--- config.mk ---
export PLATFORM = sky130hd
export DESIGN_NAME = rssc_refresh_sleep_config_ctrl
export DESIGN_NICKNAME = d
export VERILOG_FILES = /design/src/verilog/rssc_refresh_sleep_config_ctrl.v /design/src/verilog/rssc_sync.v
export VERILOG_INCLUDE_DIRS = /design/src /design/src/verilog
export SDC_FILE = /design/constraint.sdc
export NUM_CORES = 1
export LEC_CHECK = 0
export ABC_CLOCK_PERIOD_IN_PS = 2200
export BUFFER_PORTS_ARGS = -buffer_cell sky130_fd_sc_hd__buf_2
export CAP_MARGIN = 0
export CORE_MARGIN = 2
export CORE_UTILIZATION = 43
export CTS_BUF_LIST = sky130_fd_sc_hd__clkbuf_16
export DETAILED_ROUTE_END_ITERATION = 8
export GPL_ROUTABILITY_DRIVEN = 0
export GPL_TIMING_DRIVEN = 0
export PLACE_DENSITY = 0.74
export RECOVER_POWER = 100
export SYNTH_ARGS = -nofsm -noshare
export SYNTH_HDL_FRONTEND = slang
export SYNTH_SLANG_ARGS = --single-unit
--- constraint.sdc ---
create_clock -name clk -period 2.2 [get_ports clk]
set_input_delay 0.11 -clock clk [delete_from_list [all_inputs] [get_ports clk]]
set_output_delay 0.11 -clock clk [all_outputs]
set_load 0.01 [all_outputs]
--- src/verilog/rssc_consts.vh ---
`ifndef RSSC_CONSTS_VH
`define RSSC_CONSTS_VH

// Clock period of the core clock in ns
`define RSSC_CLK_NS        40
// Base tick of the refresh timer in ns
`define RSSC_TICK_NS       1000
// Cycles per timer tick
`define RSSC_TICK_CYC      ((`RSSC_TICK_NS + `RSSC_CLK_NS - 1) / `RSSC_CLK_NS)
// Refresh interval, cool range, in us
`define RSSC_INT_COOL_US   4
// Refresh interval, hot range, in us
`define RSSC_INT_HOT_US    1
// Time that one row refresh occupies the array, in ns
`define RSSC_REF_NS        80
// Cycles for one row refresh, rounded up
`define RSSC_REF_CYC       ((`RSSC_REF_NS + `RSSC_CLK_NS - 1) / `RSSC_CLK_NS)

// Field positions of the refresh/sleep configuration register
`define RSSC_RSV_HI        15
`define RSSC_RSV_LO        7
`define RSSC_CLKSEL_BIT    6
`define RSSC_SLEEP_BIT     5
`define RSSC_PAR_HI        4
`define RSSC_PAR_LO        2
`define RSSC_INT_HI        1
`define RSSC_INT_LO        0

// Reset values of the fields
`define RSSC_RSV_RST       9'h1ff
`define RSSC_CLKSEL_RST    1'h1
`define RSSC_SLEEP_RST     1'h0
`define RSSC_PAR_RST       3'h0

// Interval codes reported in the low bits
`define RSSC_INT_CODE_COOL 2'h1
`define RSSC_INT_CODE_HOT  2'h2

// Partial refresh region codes
`define RSSC_PAR_FULL      3'h0
`define RSSC_PAR_BOT_HALF  3'h1
`define RSSC_PAR_BOT_QTR   3'h2
`define RSSC_PAR_BOT_8TH   3'h3
`define RSSC_PAR_NONE      3'h4
`define RSSC_PAR_TOP_HALF  3'h5
`define RSSC_PAR_TOP_QTR   3'h6
`define RSSC_PAR_TOP_8TH   3'h7

`endif

--- src/verilog/rssc_refresh_sleep_config_ctrl.v ---
`timescale 1ns/10ps
`include "rssc_consts.vh"
module rssc_refresh_sleep_config_ctrl #(
  parameter ROW_BITS = 13
) (
  input  wire                clk,
  input  wire                rstn,
  input  wire                chip_select_n,
  input  wire                link_clock,
  input  wire                complement_clock_input,
  input  wire                high_temp,
  input  wire                command_address_phase,
  input  wire                fixed_latency,
  input  wire                cfg_wr_en,
  input  wire [15:0]         cfg_wr_data,
  output wire [15:0]         refresh_sleep_config,
  output reg                 complement_clock_enable,
  output reg                 link_clock_rise,
  output reg                 hybrid_sleep_state,
  output reg                 refresh_busy,
  output reg  [ROW_BITS-1:0] refresh_row,
  output reg                 read_write_strobe_mask_o,
  output reg                 read_write_strobe_mask_oe_n
);

  // Refresh state codes
  localparam ST_IDLE = 1'h0;
  localparam ST_BUSY = 1'h1;

  // Released reset, two stages
  reg        rst_s1_ff;
  reg        rst_s2_ff;
  wire       rst_n;
  // Synchronised pins
  wire [3:0] pin_sync;
  wire       cs_n_s;
  wire       ck_s;
  wire       ckb_s;
  wire       hot_s;
  // Register fields
  reg  [8:0] rsv_ff;
  reg        clk_single_ff;
  reg        sleep_ff;
  reg        nxt_sleep;
  reg  [2:0] region_ff;
  wire [1:0] int_code;
  // Select edge detection
  reg        cs_n_d_ff;
  wire       cs_fall;
  // Link clock edge detection
  reg        lclk_d_ff;
  wire       lclk_lvl;
  // Refresh timing
  reg  [4:0] tick_cnt_ff;
  wire       tick;
  reg  [2:0] int_cnt_ff;
  reg        pending_ff;
  reg        state_ff;
  reg  [1:0] ref_cnt_ff;
  reg  [ROW_BITS-1:0] offs_ff;
  // Extra latency captured at start of an access
  reg        extra_lat_ff;

  // Row address inside the selected region for a running offset
  function [ROW_BITS-1:0] region_row;
    input [2:0]          code;
    input [ROW_BITS-1:0] offs;
    reg   [ROW_BITS-1:0] top;
    begin
      top = {ROW_BITS{1'b1}};
      case (code)
        `RSSC_PAR_BOT_HALF: region_row = offs >> 1;
        `RSSC_PAR_BOT_QTR:  region_row = offs >> 2;
        `RSSC_PAR_BOT_8TH:  region_row = offs >> 3;
        `RSSC_PAR_TOP_HALF: region_row = top - (offs >> 1);
        `RSSC_PAR_TOP_QTR:  region_row = top - (offs >> 2);
        `RSSC_PAR_TOP_8TH:  region_row = top - (offs >> 3);
        default:            region_row = offs;
      endcase
    end
  endfunction

  // Release reset through two flip-flops
  always @(posedge clk or negedge rstn) begin
    if (!rstn) begin
      rst_s1_ff <= 1'b0;
      rst_s2_ff <= 1'b0;
    end else begin
      rst_s1_ff <= 1'b1;
      rst_s2_ff <= rst_s1_ff;
    end
  end
  assign rst_n = rst_s2_ff;

  // Pins cross into the core clock; select enters inverted so the
  // cleared synchroniser reads as an idle select, with no false fall
  rssc_sync #(
    .W (4)
  ) u_sync (
    .clk  (clk),
    .rstn (rst_n),
    .din  ({~chip_select_n, link_clock, complement_clock_input,
            high_temp}),
    .dout (pin_sync)
  );
  assign cs_n_s = ~pin_sync[3];
  assign ck_s   = pin_sync[2];
  assign ckb_s  = pin_sync[1];
  assign hot_s  = pin_sync[0];

  assign lclk_lvl = clk_single_ff ? ck_s : (ck_s & ~ckb_s);

  assign int_code = hot_s ? `RSSC_INT_CODE_HOT : `RSSC_INT_CODE_COOL;

  assign refresh_sleep_config = {rsv_ff, clk_single_ff, sleep_ff,
                                 region_ff, int_code};

  // Falling select, from the synchronised copy only
  assign cs_fall = cs_n_d_ff & ~cs_n_s;

  // Timer tick every microsecond
  assign tick = (tick_cnt_ff == (`RSSC_TICK_CYC - 1));

  // Next hybrid sleep value
  always @* begin
    nxt_sleep = sleep_ff;
    if (cs_fall) begin
      nxt_sleep = 1'b0;
    // write of bit 5 enters sleep
    end else if (cfg_wr_en) begin
      nxt_sleep = cfg_wr_data[`RSSC_SLEEP_BIT];
    end
  end

  // Configuration register; reset also ends sleep
  always @(posedge clk or negedge rst_n) begin
    if (!rst_n) begin
      rsv_ff        <= `RSSC_RSV_RST;
      clk_single_ff <= `RSSC_CLKSEL_RST;
      sleep_ff      <= `RSSC_SLEEP_RST;
      region_ff     <= `RSSC_PAR_RST;
    end else begin
      sleep_ff <= nxt_sleep;
      // Writable fields; low bits are never stored
      if (cfg_wr_en) begin
        rsv_ff        <= cfg_wr_data[`RSSC_RSV_HI:`RSSC_RSV_LO];
        clk_single_ff <= cfg_wr_data[`RSSC_CLKSEL_BIT];
        region_ff     <= cfg_wr_data[`RSSC_PAR_HI:`RSSC_PAR_LO];
      end
    end
  end

  // Edge detectors and clock-path outputs
  always @(posedge clk or negedge rst_n) begin
    if (!rst_n) begin
      cs_n_d_ff               <= 1'b1;
      lclk_d_ff               <= 1'b0;
      link_clock_rise         <= 1'b0;
      complement_clock_enable <= 1'b0;
      hybrid_sleep_state      <= 1'b0;
    end else begin
      cs_n_d_ff               <= cs_n_s;
      lclk_d_ff               <= lclk_lvl;
      link_clock_rise         <= lclk_lvl & ~lclk_d_ff;
      complement_clock_enable <= ~clk_single_ff;
      hybrid_sleep_state      <= sleep_ff;
    end
  end

  // Interval timer requests one row refresh per interval
  always @(posedge clk or negedge rst_n) begin
    if (!rst_n) begin
      tick_cnt_ff <= 5'h00;
      int_cnt_ff  <= 3'h0;
      pending_ff  <= 1'b0;
    end else begin
      tick_cnt_ff <= tick ? 5'h00 : tick_cnt_ff + 5'h01;
      if (tick) begin
        if ((hot_s && int_cnt_ff >= (`RSSC_INT_HOT_US - 1)) ||
            (int_cnt_ff >= (`RSSC_INT_COOL_US - 1))) begin
          int_cnt_ff <= 3'h0;
          // no request when region is none
          if (region_ff != `RSSC_PAR_NONE) begin
            pending_ff <= 1'b1;
          end
        end else begin
          int_cnt_ff <= int_cnt_ff + 3'h1;
        end
      end
      // Request taken by the refresh engine
      if (state_ff == ST_IDLE && pending_ff && cs_n_s && !tick) begin
        pending_ff <= 1'b0;
      end
    end
  end

  // Refresh engine starts a row only while select is high
  always @(posedge clk or negedge rst_n) begin
    if (!rst_n) begin
      state_ff     <= ST_IDLE;
      ref_cnt_ff   <= 2'h0;
      offs_ff      <= {ROW_BITS{1'b0}};
      refresh_busy <= 1'b0;
      refresh_row  <= {ROW_BITS{1'b0}};
    end else begin
      case (state_ff)
        ST_IDLE: begin
          // wait for the access to end
          if (pending_ff && cs_n_s && !tick) begin
            state_ff     <= ST_BUSY;
            ref_cnt_ff   <= 2'h0;
            refresh_busy <= 1'b1;
            refresh_row  <= region_row(region_ff, offs_ff);
          end
        end
        ST_BUSY: begin
          if (ref_cnt_ff == (`RSSC_REF_CYC - 1)) begin
            state_ff     <= ST_IDLE;
            refresh_busy <= 1'b0;
            offs_ff      <= offs_ff + {{(ROW_BITS-1){1'b0}}, 1'b1};
          end else begin
            ref_cnt_ff <= ref_cnt_ff + 2'h1;
          end
        end
        default: begin
          state_ff     <= ST_IDLE;
          refresh_busy <= 1'b0;
        end
      endcase
    end
  end

  // Strobe during the command-address phase
  always @(posedge clk or negedge rst_n) begin
    if (!rst_n) begin
      extra_lat_ff                <= 1'b0;
      read_write_strobe_mask_o    <= 1'b0;
      read_write_strobe_mask_oe_n <= 1'b1;
    end else begin
      if (cs_fall) begin
        extra_lat_ff <= fixed_latency | pending_ff |
                        (state_ff == ST_BUSY);
      end
      read_write_strobe_mask_o    <= command_address_phase &
                                     extra_lat_ff;
      read_write_strobe_mask_oe_n <= ~command_address_phase;
    end
  end

endmodule

--- src/verilog/rssc_sync.v ---
`timescale 1ns/10ps
// Two-stage synchroniser for levels from outside the clock domain
module rssc_sync #(
  parameter W = 1
) (
  input  wire         clk,
  input  wire         rstn,
  input  wire [W-1:0] din,
  output wire [W-1:0] dout
);
  // First stage, read only by the second
  reg [W-1:0] meta_ff;
  // Second stage, safe to use
  reg [W-1:0] sync_ff;

  // Shift the input through both stages
  always @(posedge clk or negedge rstn) begin
    if (!rstn) begin
      meta_ff <= {W{1'b0}};
      sync_ff <= {W{1'b0}};
    end else begin
      meta_ff <= din;
      sync_ff <= meta_ff;
    end
  end

  assign dout = sync_ff;
endmodule

==> results.sh <==
export IMPL_syn_area_mm2=0.00339
export IMPL_grt_overflow=0
export IMPL_path_max_fanout=10
export IMPL_clkLatencyLatePin_ns=0.33
export IMPL_ir_drop_mv=0.554
export IMPL_antenna_found_initial=0
export IMPL_reg2reg_from="region_ff[0]"
export IMPL_cts_path_max_buffers=2
export IMPL_ys_seq_area_share_pct=52.9
export IMPL_synth_area_top_cells="dfrtp_1 44%, dfstp_2 9.3%, xnor2_1 8.0%"
export IMPL_finalHoldViolations=0
export IMPL_tritoncts="done"
export IMPL_wire_per_inst_um=13.8
export IMPL_utilization_pct=54.0
export IMPL_arrival_ns=2.07
export IMPL_tns_ns=0
export IMPL_cp_common_cell="a21oi_1"
export IMPL_crit_path_end_kind="register"
export IMPL_cpMaxStageDelayCell="clkbuf_1"
export IMPL_cts_buffers_inserted=9
export IMPL_dpl_instance_area_mm2=0.00380
export IMPL_required_ns=2.40
export IMPL_relSlewSlack_pct=4.01
export IMPL_synth_flop_cell="dfrtp_1"
export IMPL_tightest_slew_ns=1.44
export IMPL_yosysTopAreaCellShare_pct=43.6
export IMPL_finalWorstSetupSlack_ns=0.327
export IMPL_mostFrequentLayoutCells="58 x dfrtp_1, 44 x clkbuf_1, 32 x nor2_1"
export IMPL_portBuffers=56
export IMPL_num_io_pins=60
export IMPL_ant_nets=0
export IMPL_hpwl_mm=4.59
export IMPL_final_common_cell="dfrtp_1"
export IMPL_die_area_mm2=0.00861
export IMPL_min_to="rsv_ff[3]"
export IMPL_num_vias=2394
export IMPL_maxCapViolations=0
export IMPL_diodes=0
export IMPL_place_ws_ns=0.510
export IMPL_synth_cells=298
export IMPL_htree_levels=3
export IMPL_track_usage_pct=17.3
export IMPL_die_h_um=92.8
export IMPL_grt_max_degree=70
export IMPL_skew_ns=0.00502
export IMPL_cts_resized=0
export IMPL_syn_num_nets=329
export IMPL_clkSinkCount=71
export IMPL_nNetsFinal=409
export IMPL_syn_avg_cell_area_um2=11.4
export IMPL_synth_edf_count=0
export IMPL_layout_min_cycle_time_ns=1.87
export IMPL_startpoint_type="register"
export IMPL_grt_pass1_vias=2435
export IMPL_fmax_mhz=534
export IMPL_via_per_inst=4.94
export IMPL_cp_top_family="buffers and inverters"
export IMPL_finalSetupViolCount=0
export IMPL_dr_pass1_iters=4
export IMPL_post_cts_setup_buffer_count=0
export IMPL_clk_pin_slew_ns=0.06
export IMPL_drive_gt1_share_pct=19.8
export IMPL_leakagePower_nw=1.84
export IMPL_whs_path_depth=2
export IMPL_route_detailed_drc=0
export IMPL_cts_hold_buffers=13
export IMPL_rr_worst_depth=6
export IMPL_ys_ff_latch=71
export IMPL_start_util_pct=44.1
export IMPL_core_region_area_mm2=0.00769
export IMPL_ff2ff_setup_slack_ns=0.33
export IMPL_synth_distinct_cells=42
export IMPL_drtIter0Drc=113
export IMPL_drt_total_wl_mm=6.70
export IMPL_crit_buf_inv=2
export IMPL_status="complete, no violations"
export IMPL_path_cells="clkbuf_1 -> buf_6 -> mux2i_1 -> xnor2_1 -> a21oi_1 -> a21oi_1"
export IMPL_yosysTopAreaCell="dfrtp_1"
export IMPL_min_period_over_period_pct=85.1
export IMPL_n_fill_cell=700
export IMPL_row_count=32
export IMPL_async_flop_share_pct=100
export IMPL_power_density_mw_per_mm2=1020
export IMPL_design_area_mm2=0.00415
export IMPL_rsz0062_at_grt="no"
export IMPL_synth_warnings=0
export IMPL_crit_type="reg2reg"
export IMPL_hp_start="cfg_wr_data[10]"
export IMPL_hp_class="in2reg"
export IMPL_maxSlewViolCount=0
export IMPL_die_w_um=92.8
export IMPL_slowest_delay_ns=0.50
export IMPL_grt_pass1_wl_mm=11.6
export IMPL_area_growth_pct=22.6
export IMPL_clockRootBuffer="clkbuf_16"
export IMPL_r2r_end="refresh_row[8]"
where the power goes:
part	internal (W)	leakage (nW)	total (W)	switching, W
sequential	0.00157	0.839	0.00178	0.000211
combinational	0.000400	0.841	0.000888	0.000488
clock	0.00101	0.158	0.00158	0.000571
total	0.00298	1.84	0.00424	0.00127
per-layer routing:
layer,global-route usage (%),vias up,wire (µm)
met3,4.15,11,357
met1,22.7,1156,3060
met2,27.0,58,3180
met4,8.09,0,100
li1,-,1169,-
met5,0,-,0
logic make-up (layout without fill, tap and decap cells):
kind of cell             after synthesis  in the layout  synth area share (%)
adder cells (fa/ha/maj)                6              6                  2.22
buffers and inverters                 33            118                  6.39
multiplexers                          26             26                  8.16
flip-flops                            71             71                  52.9
other                                  1              1                 0.111
AND/OR/NAND/NOR                       76             76                  11.6
AO/OA/AOI/OAI                         50             50                  9.60
XOR/XNOR                              35             35                  9.05
worst max path at each step:
stage / from / endpoint / slack (ns) / cells past startpoint
5_1_grt: region_ff[0] / refresh_row[8] / 0.20 / 6
3_5_place_dp: int_cnt_ff[0] / pending_ff / 0.51 / 6
6_report: region_ff[0] / refresh_row[8] / 0.33 / 6
3_3_place_gp: rst_n / offs_ff[6] / -0.58 / 0
2_1_floorplan: rst_n / complement_clock_enable / 0.1 / 0
4_1_cts: int_cnt_ff[0] / pending_ff / 0.49 / 6
per-stage QoR:
step	total power [W]	instances	hold WS [ns]
after floorplan	0.00239	298	-0.186
after global placement	0.00269	456	-0.105
after detailed placement	0.00274	456	-0.104
after CTS	0.00435	485	0.00110
after global routing	0.00449	485	0.0117
final	0.00424	485	0.0108
state kept, by name (all words and copies together) (netlist names), 2 cells and up:
register / count
region_ff: 3
int_cnt_ff: 3
rsv_ff: 9
u_sync.meta_ff: 4
refresh_row: 13
offs_ff: 13
tick_cnt_ff: 5
u_sync.dout: 4
ref_cnt_ff: 2
final cells by class:
| type | instances | area (µm²) | area share, % |
|---|---|---|---|
| plain buffers | 24 | 165 | 3.98 |
| repair buffers | 69 | 365 | 8.80 |
| clock buffers | 9 | 225 | 5.42 |
| inverters | 9 | 33.8 | 0.813 |
| well taps | 102 | 128 | 3.07 |
| clock inverters | 7 | 105 | 2.53 |
| multi-input cells | 194 | 1340 | 32.2 |
| flip-flops and latches | 71 | 1790 | 43.2 |
worst reg2reg max path, cell delays in order, from the launching register on:
cell,delay (ns)
dfrtp_1,0.34
clkbuf_1,0.50
buf_6,0.24
mux2i_1,0.26
xnor2_1,0.09
a21oi_1,0.22
a21oi_1,0.10
synth_stat cells, types with 2 or more instances:
cell type	count
mux2_1	6
mux2_2	7
a211oi_1	9
nand2_1	16
dfrtp_1	59
a31oi_1	2
xnor2_1	31
nor2_1	31
nand3_2	3
buf_2	7
a211oi_2	2
nor3_1	3
clkbuf_1	3
a21oi_1	21
o21ai_0	3
xor2_1	4
inv_1	9
buf_4	8
nand4_1	3
and3_1	3
nor2b_1	3
a21oi_2	2
and2_1	2
mux2i_1	13
ha_1	6
dfstp_2	12
a22o_1	3
nand3_1	5
o21ai_1	5
buf_6	5
(Power assumes the default switching activity.)
